==> config.mk <==
export PLATFORM = sky130hd
export DESIGN_NAME = adfw_top
export DESIGN_NICKNAME = d
export VERILOG_FILES = /design/src/adfw_pkg.sv /design/src/adfw_top.sv /design/src/adfw_window_cmp.sv
export VERILOG_INCLUDE_DIRS = /design/src
export SDC_FILE = /design/constraint.sdc
export NUM_CORES = 1
export LEC_CHECK = 0
export ABC_CLOCK_PERIOD_IN_PS = 2000
export CORE_UTILIZATION = 35
export CTS_CLUSTER_DIAMETER = 40
export DETAILED_ROUTE_END_ITERATION = 7
export DONT_BUFFER_PORTS = 1
export PLACE_DENSITY = 0.5
export SYNTH_ARGS = -nofsm -noshare
export SYNTH_HDL_FRONTEND = slang
export SYNTH_SLANG_ARGS = --single-unit
==> constraint.sdc <==
create_clock -name sys_clk -period 2 [get_ports sys_clk]
set_input_delay 0.2 -clock sys_clk [delete_from_list [all_inputs] [get_ports sys_clk]]
set_output_delay 0.2 -clock sys_clk [all_outputs]
set_load 0.02 [all_outputs]
==> src/adfw_params.svh <==
// Register offsets, field positions, widths and reset values of the converter flag and window watch block.
`ifndef ADFW_PARAMS_SVH
`define ADFW_PARAMS_SVH

`define ADFW_AW           8
`define ADFW_DW           32
`define ADFW_SW           12
`define ADFW_CW           4
`define ADFW_NFLAG        4

`define ADFW_OFF_FLAGS    8'h00
`define ADFW_OFF_WATCH    8'h04
`define ADFW_OFF_CTRL3    8'h0c
`define ADFW_OFF_LOG      8'h40
`define ADFW_OFF_MASK     8'h44

`define ADFW_FLG_WINDOW   0
`define ADFW_FLG_GROUP    1
`define ADFW_FLG_BEGAN    2
`define ADFW_FLG_ANY      3

`define ADFW_WC_REGULAR   7
`define ADFW_WC_SINGLE    6
`define ADFW_WC_WIE       5
`define ADFW_WC_GDIE      4
`define ADFW_WC_SEL_HI    3
`define ADFW_WC_SEL_LO    0
`define ADFW_WC_WIDTH     8
`define ADFW_C3_ACIE      4

`define ADFW_CHAN_MAX     4'h9
`define ADFW_RST_FLAGS    4'h0
`define ADFW_RST_WATCH    8'h00
`define ADFW_RST_MASK     4'h0
`define ADFW_ZERO         32'h0000_0000

`endif

==> src/adfw_pkg.sv <==
// Types shared by the converter flag and window watch block.
`include "adfw_params.svh"

package adfw_pkg;

  typedef logic [`ADFW_SW-1:0]    adfw_sample_t;
  typedef logic [`ADFW_CW-1:0]    adfw_chan_t;
  typedef logic [`ADFW_NFLAG-1:0] adfw_flags_t;

  typedef enum logic [2:0]
  {
    ADFW_SEL_FLAGS = 3'b000,
    ADFW_SEL_WATCH = 3'b001,
    ADFW_SEL_CTRL3 = 3'b010,
    ADFW_SEL_LOG   = 3'b011,
    ADFW_SEL_MASK  = 3'b100,
    ADFW_SEL_NONE  = 3'b111
  } adfw_reg_sel_t;

endpackage : adfw_pkg

==> src/adfw_top.sv <==
// Converter status flags, window watch control and interrupt logic behind an APB slave.
`include "adfw_params.svh"

// How it works
// - Every finished regular channel conversion sets the any-channel-done flag, bit 3.
// - Every regular channel conversion start sets the conversion-began flag, bit 2.
// - Completion of the whole channel group sets the group-done flag, bit 1.
// - A result above the high or below the low limit sets window flag, bit 0.
// - Window checking runs only while the regular watch enable, bit 7, is one.
// - Single channel watch bit 6 limits checking to the selected channel; else all.
// - Window interrupt requested only with watch interrupt enable bit 5 and flag set, or via the event log with mask bit 0 set.
// - In scan mode a window hit aborts the scan only while bit 5 is set.
// - Group-done interrupt requested only with group-done interrupt enable bit 4 set, or via the event log with mask bit 1 set.
// - Four-bit select field picks channel 0 to 9; other codes are reserved.
// - The conversion-began flag has no interrupt enable; its event interrupts only through the event log with mask bit 2 set.
// - Any-channel-done interrupt requested only with its enable in control register 3, or via the event log with mask bit 3 set.
// - In scan mode group-done sets only after the last sequence channel converts.
module adfw_top
(
  input  wire logic                   sys_clk,
  input  wire logic                   nrst,
  input  wire logic                   psel,
  input  wire logic                   penable,
  input  wire logic                   pwrite,
  input  wire logic [`ADFW_AW-1:0]    paddr,
  input  wire logic [`ADFW_DW-1:0]    pwdata,
  output logic      [`ADFW_DW-1:0]    prdata,
  output logic                        pready,
  output logic                        pslverr,
  input  wire logic                   conv_start,
  input  wire logic                   conv_done,
  input  wire adfw_pkg::adfw_chan_t   conv_channel,
  input  wire adfw_pkg::adfw_sample_t conv_result,
  input  wire logic                   conv_last,
  input  wire logic                   sequence_scan_enable,
  input  wire adfw_pkg::adfw_sample_t window_high_limit,
  input  wire adfw_pkg::adfw_sample_t window_low_limit,
  output logic                        scan_abort,
  output logic                        irq
);

  ////////////////////////////////////////////////////////////////////////////
  // Register state and decode.

  adfw_pkg::adfw_flags_t         event_flags;
  logic [`ADFW_WC_WIDTH-1:0]     watch_control;
  logic                          any_channel_interrupt_enable;
  adfw_pkg::adfw_flags_t         event_log;
  adfw_pkg::adfw_flags_t         event_mask;
  adfw_pkg::adfw_flags_t         events;
  adfw_pkg::adfw_flags_t         next_event_flags;
  adfw_pkg::adfw_flags_t         next_event_log;
  adfw_pkg::adfw_reg_sel_t       sel;
  logic [`ADFW_DW-1:0]           next_prdata;
  logic                          wr_access;
  logic                          rd_access;
  logic                          rd_setup;
  logic                          regular_watch_enable;
  logic                          single_channel_watch;
  logic                          watch_interrupt_enable;
  logic                          group_done_interrupt_enable;
  adfw_pkg::adfw_chan_t          watched_channel_select;
  logic                          outside;
  logic                          channel_in_scope;
  logic                          watch_hit;
  logic                          group_end;

  assign regular_watch_enable        = watch_control[`ADFW_WC_REGULAR];
  assign single_channel_watch        = watch_control[`ADFW_WC_SINGLE];
  assign watch_interrupt_enable      = watch_control[`ADFW_WC_WIE];
  assign group_done_interrupt_enable = watch_control[`ADFW_WC_GDIE];
  assign watched_channel_select      = watch_control[`ADFW_WC_SEL_HI:`ADFW_WC_SEL_LO];

  always_comb
  begin
    case (paddr)
      `ADFW_OFF_FLAGS: sel = adfw_pkg::ADFW_SEL_FLAGS;
      `ADFW_OFF_WATCH: sel = adfw_pkg::ADFW_SEL_WATCH;
      `ADFW_OFF_CTRL3: sel = adfw_pkg::ADFW_SEL_CTRL3;
      `ADFW_OFF_LOG:   sel = adfw_pkg::ADFW_SEL_LOG;
      `ADFW_OFF_MASK:  sel = adfw_pkg::ADFW_SEL_MASK;
      default:         sel = adfw_pkg::ADFW_SEL_NONE;
    endcase
  end

  // Zero wait states; unmapped addresses answer with an error.
  assign pready    = 1'b1;
  assign pslverr   = psel && penable && (sel == adfw_pkg::ADFW_SEL_NONE);
  assign wr_access = psel && penable && pwrite;
  assign rd_access = psel && penable && !pwrite;
  assign rd_setup  = psel && !penable && !pwrite;

  ////////////////////////////////////////////////////////////////////////////
  // Window watch.

  adfw_window_cmp u_cmp
  (
    .sample     (conv_result),
    .high_limit (window_high_limit),
    .low_limit  (window_low_limit),
    .outside    (outside)
  );

  // A reserved select code above nine matches no channel.
  assign channel_in_scope = !single_channel_watch ||
                            ((conv_channel == watched_channel_select) &&
                             (watched_channel_select <= `ADFW_CHAN_MAX));
  assign watch_hit = conv_done && regular_watch_enable && channel_in_scope && outside;

  // Outside scan mode every conversion ends the group.
  assign group_end = conv_done && (!sequence_scan_enable || conv_last);

  always_comb
  begin
    events                  = '0;
    events[`ADFW_FLG_ANY]   = conv_done;
    events[`ADFW_FLG_BEGAN] = conv_start;
    events[`ADFW_FLG_GROUP] = group_end;
    events[`ADFW_FLG_WINDOW] = watch_hit;
  end

  ////////////////////////////////////////////////////////////////////////////
  // Flag and log bits: a new event always wins over a clear in the same cycle.

  genvar gi;
  generate
    for (gi = 0; gi < `ADFW_NFLAG; gi = gi + 1)
    begin : g_bit
      always_comb
      begin
        if (wr_access && (sel == adfw_pkg::ADFW_SEL_FLAGS) && !pwdata[gi])
          next_event_flags[gi] = events[gi];
        else
          next_event_flags[gi] = event_flags[gi] | events[gi];
        if (rd_access && (sel == adfw_pkg::ADFW_SEL_LOG))
          next_event_log[gi] = events[gi];
        else
          next_event_log[gi] = event_log[gi] | events[gi];
      end
    end
  endgenerate

  always_ff @(posedge sys_clk or negedge nrst)
  begin
    if (!nrst)
      event_flags <= `ADFW_RST_FLAGS;
    else
      event_flags <= next_event_flags;
  end

  always_ff @(posedge sys_clk or negedge nrst)
  begin
    if (!nrst)
      event_log <= `ADFW_RST_FLAGS;
    else
      event_log <= next_event_log;
  end

  ////////////////////////////////////////////////////////////////////////////
  // Control registers; reserved write bits are dropped.

  always_ff @(posedge sys_clk or negedge nrst)
  begin
    if (!nrst)
      watch_control <= `ADFW_RST_WATCH;
    else if (wr_access && (sel == adfw_pkg::ADFW_SEL_WATCH))
      watch_control <= pwdata[`ADFW_WC_WIDTH-1:0];
  end

  always_ff @(posedge sys_clk or negedge nrst)
  begin
    if (!nrst)
      any_channel_interrupt_enable <= 1'b0;
    else if (wr_access && (sel == adfw_pkg::ADFW_SEL_CTRL3))
      any_channel_interrupt_enable <= pwdata[`ADFW_C3_ACIE];
  end

  always_ff @(posedge sys_clk or negedge nrst)
  begin
    if (!nrst)
      event_mask <= `ADFW_RST_MASK;
    else if (wr_access && (sel == adfw_pkg::ADFW_SEL_MASK))
      event_mask <= pwdata[`ADFW_NFLAG-1:0];
  end

  ////////////////////////////////////////////////////////////////////////////
  // Read data, captured in the setup phase.

  always_comb
  begin
    next_prdata = `ADFW_ZERO;
    case (sel)
      adfw_pkg::ADFW_SEL_FLAGS: next_prdata[`ADFW_NFLAG-1:0] = event_flags;
      adfw_pkg::ADFW_SEL_WATCH: next_prdata[`ADFW_WC_WIDTH-1:0] = watch_control;
      adfw_pkg::ADFW_SEL_CTRL3: next_prdata[`ADFW_C3_ACIE] = any_channel_interrupt_enable;
      adfw_pkg::ADFW_SEL_LOG:   next_prdata[`ADFW_NFLAG-1:0] = event_log;
      adfw_pkg::ADFW_SEL_MASK:  next_prdata[`ADFW_NFLAG-1:0] = event_mask;
      default:                  next_prdata = `ADFW_ZERO;
    endcase
  end

  always_ff @(posedge sys_clk or negedge nrst)
  begin
    if (!nrst)
      prdata <= `ADFW_ZERO;
    else if (rd_setup)
      prdata <= next_prdata;
  end

  ////////////////////////////////////////////////////////////////////////////
  // Scan abort and interrupt output.

  always_ff @(posedge sys_clk or negedge nrst)
  begin
    if (!nrst)
      scan_abort <= 1'b0;
    else
      scan_abort <= watch_hit && sequence_scan_enable && watch_interrupt_enable;
  end

  // The began flag has no enable; its event reaches the output only through the log with mask bit 2 set.
  always_ff @(posedge sys_clk or negedge nrst)
  begin
    if (!nrst)
      irq <= 1'b0;
    else
      irq <= (next_event_flags[`ADFW_FLG_WINDOW] && watch_interrupt_enable) ||
             (next_event_flags[`ADFW_FLG_GROUP] && group_done_interrupt_enable) ||
             (next_event_flags[`ADFW_FLG_ANY] && any_channel_interrupt_enable) ||
             (|(next_event_log & event_mask));
  end
endmodule : adfw_top

==> src/adfw_window_cmp.sv <==
// Window comparator: flags a sample that lies outside the low and high limits.
`include "adfw_params.svh"

module adfw_window_cmp
(
  input  wire adfw_pkg::adfw_sample_t sample,
  input  wire adfw_pkg::adfw_sample_t high_limit,
  input  wire adfw_pkg::adfw_sample_t low_limit,
  output logic                        outside
);

  // Strictly above the high limit or strictly below the low limit.
  assign outside = (sample > high_limit) || (sample < low_limit);

endmodule : adfw_window_cmp
### Yosys cells after proc, flatten, opt, wreduce, memory -nomap -nowiden

Cells that the tools add are included.

| cells by class | value |
|---|---|
| $add $sub $neg | 0 |
| multiply operators | 0 |
| divide/modulo/power cells | 0 |
| magnitude comparators | 3 |
| eq/ne operators | 10 |
| shift operators | 0 |
| muxes and demuxes | 12 |
| bitwise operators | 9 |
| reduce and logical (&&, ||, !) cells | 42 |

Operators with widths:

| cell | count |
|---|---|
| logical AND 1 bit | 25 |
| == test 8 x 7 -> 1 bit (second input constant) | 2 |
| one-hot mux 4 bit (4 select lines) | 1 |
| one-hot mux 3 bit (5 select lines) | 1 |
| greater-than comparator 12 bit | 1 |
| < comparator 12 bit | 1 |
| == test 8 x 3 -> 1 bit (second input constant) | 1 |
| == test 8 x 4 -> 1 bit (second input constant) | 1 |
| zero test 1 bit | 8 |
| zero test 8 bit | 1 |
| 2-to-1 mux 1 bit | 8 |
| OR 1 bit | 8 |
| == test 3 x 2 -> 1 bit (second input constant) | 2 |
| == test 3 bit (second input constant) | 2 |
| logical OR 1 bit | 6 |
| AND 4 bit | 1 |
| == test 4 bit | 1 |
| less-or-equal comparator 4 bit (second input constant) | 1 |
| OR reduction 4 bit | 1 |
| == test 3 x 1 -> 1 bit (second input constant) | 1 |
| zero test 3 bit | 1 |
| 2-to-1 mux 3 bit | 1 |
| one-hot mux 1 bit (2 select lines) | 1 |

| storage, ports and cells | value |
|---|---|
| flip-flop bits (word level) | 31 |
| latch bits | 0 |
| bits in writable memories | 0 |
| ROM bits | 0 |
| memories kept | 0 |

### Depth between registers and ports, before layout

| logic depth | value |
|---|---|
| word-level depth | 11 |
| mapped depth | 8 |
| depth with buffers taken out | 8 |

### By module

A second synthesis with hierarchy kept.

| second synthesis, totals | value |
|---|---|
| cells, all modules | 242 |
| area, all modules | 2294.7 um^2 |

Modules (own cells, without submodules):

| module | times used | cells each | area each (um^2) |
|---|---|---|---|
| adfw_top | 1 | 160 | 1701.6 |
| adfw_window_cmp | 1 | 82 | 593.1 |

### Worst setup path before layout

Ideal clock, no wire load.

| timing path | value |
|---|---|
| path kind | input -> register |
| start | in paddr[5] |
| end | reg irq |
| data arrival time | 1744 ps |
| required time | 1871 ps |
| setup slack | 128 ps |
| cell stages on the path | 6 |
| cells stage by stage | nor4_2 -> nand2_2 -> or3_4 -> a222oi_1 -> o21ai_1 -> a2111o_1 |

| on the way | value |
|---|---|
| word-level cells in the longest chain between the ends | 10 |
| elaborated cells on any way between the ends | 28 |
| classes of those cells | eq/ne (5); mux (8); bitwise (1); reduce/logical (14) |

RTL lines:

| element | RTL line | source |
|---|---|---|
| start, declared | adfw_top.sv:25 | `` input wire logic [`ADFW_AW-1:0] paddr, `` |
| == test 8 x 7 -> 1 bit (tied with other cells) | adfw_top.sv:76 | `case (paddr)` |
| one-hot mux 3 bit (5 select lines) * | adfw_top.sv:76 |  |
| parallel branches: the longest is 7 deep, another holds AND 4 bit | n/a |  |
| logical OR 1 bit * | adfw_top.sv:227 | `` irq <= (next_event_flags[`ADFW_FLG_WINDOW] && watch_interrupt_enable) \|\| `` |
| end signal, assigned | adfw_top.sv:227 |  |
| end, declared | adfw_top.sv:39 | `output logic irq` |

Mark *: on every way between the ends.
A chain may end at the register's enable or synchronous reset.

### Final worst setup path

| timing path | value |
|---|---|
| start | reg event_mask[1] |
| end | reg irq |

| on the way | value |
|---|---|
| word-level cells in the longest chain between the ends | 3 |

RTL lines:

| element | RTL line | source |
|---|---|---|
| start, declared | adfw_top.sv:49 | `adfw_pkg::adfw_flags_t event_mask;` |
| start signal, assigned | adfw_top.sv:181 | `` event_mask <= `ADFW_RST_MASK; `` |
| start signal, assigned | adfw_top.sv:183 | `` event_mask <= pwdata[`ADFW_NFLAG-1:0]; `` |
| AND 4 bit | adfw_top.sv:230 | `(\|(next_event_log & event_mask));` |
| OR reduction 4 bit | adfw_top.sv:230 |  |
| logical OR 1 bit | adfw_top.sv:227 |  |

Every way passes these cells.

==> impl_metrics.yaml <==
power:
  relative_contribution_of_sequential_cells_to_total_power: 0.465
  power-per-cell-area_nw_per_um2: 584
  power_switching_mw: 0.364
  cellInternalPower_mw: 1.04
  clock_power_share: 0.384
  p_comb_frac: 0.151
  switching_share: 0.260
  leakagePower_nw: 1.21
  vdd.ir_drop.worst_v: 0.000366
timing:
  fin_hold_ws_ps: 12.0
  final_setup_skew_ps: 6.52
  timing.final.hold_violations: 0
  finalSetupViolCount: 0
  timing.final.crit_share: 0.918
  fmax_mhz: 545
  setup_slack_ps: 165
  tightestPinTransition_ps: 500
  slew-limit-headroom: 0.664
  finalSetupTns_ps: 0
  timing_max_transition_violations_final: 0
  rsz0062_at_grt: "false"
  finalWorstPathRequiredPeriod_ps: 1840
logic_synthesis:
  synth-warning-count: 0
  synth_most_common_cell: "sky130_fd_sc_hd__dfrtp_1"
  ys_seq_elements: 31
  netlist-cell-type-count: 40
  synth.top_cell.area_share: 0.347
  synthFlopType: "sky130_fd_sc_hd__dfrtp_1"
  syn-instance-count: 234
  synth_edf_count: 0
  synth_area_leaders: "sky130_fd_sc_hd__dfrtp_1 (35%), sky130_fd_sc_hd__ha_1 (13%), sky130_fd_sc_hd__buf_4 (8.4%)"
  synthesized_area_divided_by_synthesized_cell_count_um2: 9.54
  synth_area_leader_cell: "sky130_fd_sc_hd__dfrtp_1"
  yosysSeqAreaShare: 0.347
  post_synth_most_frequent_cells: "sky130_fd_sc_hd__dfrtp_1 (31), sky130_fd_sc_hd__inv_1 (28), sky130_fd_sc_hd__buf_4 (25)"
  synthesis.area_um2: 2230
  async_flop_share: 1.00
worst_setup_path:
  worst-path-max-fanout: 4
  worstSetupPathType: "flop to flop"
  startpoint_type: "flop"
  most_common_cell_on_crit_path: "sky130_fd_sc_hd__a222oi_1"
  critical_path.top_delay_family: "compound AO/OA/AOI/OAI gates"
  path_buf_inv: 1
  worst-endpoint-arrival_ps: 1990
  max_stage_delay_ps: 410
  path_cells: "a222oi_1 > inv_1 > a222oi_1 > o21ai_1 > a2111o_1"
  cp.required_ps: 2150
  end_kind: "flop"
  critPathSlowestCell: "sky130_fd_sc_hd__a2111o_1"
floorplanning:
  pin_count: 125
  row_count: 28
  die-width_um: 81.9
  core_area_um2: 6030
  die_height_um: 81.9
  start_util: 0.371
  floorplan.die_area_um2: 6700
clocking:
  worstSkewPairLatency_ps: 280
  cts_made_buffers: 5
  clk_root_buffer_cell: "sky130_fd_sc_hd__clkbuf_8"
  clock_path_buffers: 2
  clock_sink_total: 31
  cts.clk_slew.worst_paths_ps: 60
  cts_resized: 0
  cts_tree: "built"
  ctsHtreeMaxLevel: 2
grt:
  global_route.peak_usage_layer: "met2"
  global_route_wire_length_before_repair_um: 7410
  globalRouteMet3Util: 0.0433
  grt_max_degree: 32
  grtUsageMet2: 0.239
  grt_usage: 0.152
  first_global_vias: 1556
  gr-usage-met1: 0.198
  grt_antenna_before_repair: 0
  overflow: 0
place:
  gp_congestion: 0.745
  post-place-ws_ps: 11.7
  place_hpwl_um: 3880
  place.port_buffers: 0
detailed_routing:
  detailedRoute.firstIterationViolations: 42
  finalWirelength_um: 4800
  vias_per_cell: 5.02
  detail_route.drc_violations: 0
  route.detailed.wl_per_inst_um: 15.0
  route.antenna.remaining_nets: 0
  detailedRoute.firstPassIterationCount: 4
  dr_total_vias: 1612
cells_and_area:
  seqCellArea_um2: 776
  antennaDiodeCount: 0
  finish.net_count: 357
  area_of_the_multi_input_gates_um2: 1240
  drive_above_1_share: 0.163
  fillerInstances: 622
  syn2layout_area_growth_pct: 7.34
worst_hold_path:
  kind_of_path_behind_the_tightest_hold_check: "input port to flop"
status:
  status: "completed"
flow_run:
  max_cap_violations: 0
[cells in the final DEF, fill, tap and decap left out, types with 2 or more instances in the layout]
cell | synthesis | routed
sky130_fd_sc_hd__a21o_2 | 4 | 4
sky130_fd_sc_hd__inv_1 | 28 | 28
sky130_fd_sc_hd__mux4_2 | 4 | 4
sky130_fd_sc_hd__buf_4 | 25 | 7
sky130_fd_sc_hd__a21o_1 | 2 | 2
sky130_fd_sc_hd__nand4_1 | 5 | 5
sky130_fd_sc_hd__ha_1 | 23 | 23
sky130_fd_sc_hd__nor2b_1 | 2 | 2
sky130_fd_sc_hd__a221oi_1 | 2 | 2
sky130_fd_sc_hd__and3_1 | 2 | 2
sky130_fd_sc_hd__nand2_1 | 15 | 15
sky130_fd_sc_hd__nand2b_1 | 4 | 4
sky130_fd_sc_hd__conb_1 | 2 | 25
sky130_fd_sc_hd__nand3_1 | 3 | 3
sky130_fd_sc_hd__a222oi_1 | 2 | 2
sky130_fd_sc_hd__clkbuf_8 | 0 | 7
sky130_fd_sc_hd__dfrtp_1 | 31 | 31
sky130_fd_sc_hd__nor3_1 | 4 | 4
sky130_fd_sc_hd__o21ai_0 | 12 | 12
sky130_fd_sc_hd__a21oi_1 | 11 | 11
sky130_fd_sc_hd__mux2_2 | 13 | 13
sky130_fd_sc_hd__a22o_1 | 6 | 6
sky130_fd_sc_hd__nor2_1 | 14 | 14
[layout make-up]
class / instances / area share
tap: 75 / 0.0391
clock buffer: 8 / 0.0418
timing repair buffer: 9 / 0.0344
sequential: 31 / 0.324
inverter: 28 / 0.0438
multi-input combinational: 170 / 0.517
[power groups by stage]
stage / registers, mW / clock network (mW) / logic [mW]
3_5_place_dp: 0.663 / 0 / 0.195
2_1_floorplan: 0.660 / 0 / 0.208
4_1_cts: 0.651 / 0.556 / 0.215
3_3_place_gp: 0.663 / 0 / 0.191
6_report: 0.652 / 0.537 / 0.212
5_1_grt: 0.653 / 0.580 / 0.245
[through the flow]
stage,instances,area (µm²),utilization,power (mW)
2_1_floorplan,257,2320,-,0.868
3_3_place_gp,311,2270,0.376,0.854
3_5_place_dp,311,2270,0.376,0.858
4_1_cts,321,2400,0.398,1.42
5_1_grt,321,2400,0.398,1.48
6_report,321,2400,0.398,1.40
[sequential cells by signal, summed over array words and instances, names as in the netlist]
| register | count |
|---|---|
| event_mask | 4 |
| prdata | 8 |
| any_channel_interrupt_enable | 1 |
| event_log | 4 |
| watch_control | 8 |
| scan_abort | 1 |
| event_flags | 4 |
| irq | 1 |
[routing by layer]
layer | vias up | wire length, µm | share of wire
met3 | 8 | 318 | 0.066
met1 | 756 | 2180 | 0.45
met2 | 56 | 2240 | 0.47
met4 | 0 | 59 | 0.012
li1 | 792 | - | -
met5 | - | 0 | 0
[repair_timing]
| item | in CTS | in global routing |
|---|---|---|
| hold buffers | 2 | 0 |
| setup buffers | 0 | 0 |
| hold endpoints to repair | 31 | 0 |
[worst reg2reg max path: stages, from the launching register on]
cell,delay (ps)
sky130_fd_sc_hd__dfrtp_1,400
sky130_fd_sc_hd__a222oi_1,370
sky130_fd_sc_hd__inv_1,90
sky130_fd_sc_hd__a222oi_1,310
sky130_fd_sc_hd__o21ai_1,130
sky130_fd_sc_hd__a2111o_1,410
[path summary, 6_finish.rpt]
check	from	end	slack [ps]	cells past startpoint
max reg2reg	event_mask[1]$_DFFE_PN0P_	irq$_DFF_PN0_	160	5
min reg2reg	event_log[3]$_DFF_PN0_	event_log[3]$_DFF_PN0_	500	1
max	event_mask[1]$_DFFE_PN0P_	irq$_DFF_PN0_	160	5
max in group asynchronous	nrst	event_flags[3]$_DFF_PN0_	1460	2
min in group asynchronous	nrst	watch_control[3]$_DFFE_PN0P_	370	2
min	conv_start	event_log[2]$_DFF_PN0_	10	1
[cell families after synthesis]
family	share of synthesized area
and+or+nand+nor	0.131
muxes	0.110
buffers and inverters	0.136
xor gates and xnor gates	0.00784
other	0.00336
AOI/OAI and AO/OA	0.136
adders and majority gates	0.129
DFF	0.347
Note: power is estimated with default switching activity, not from simulation.
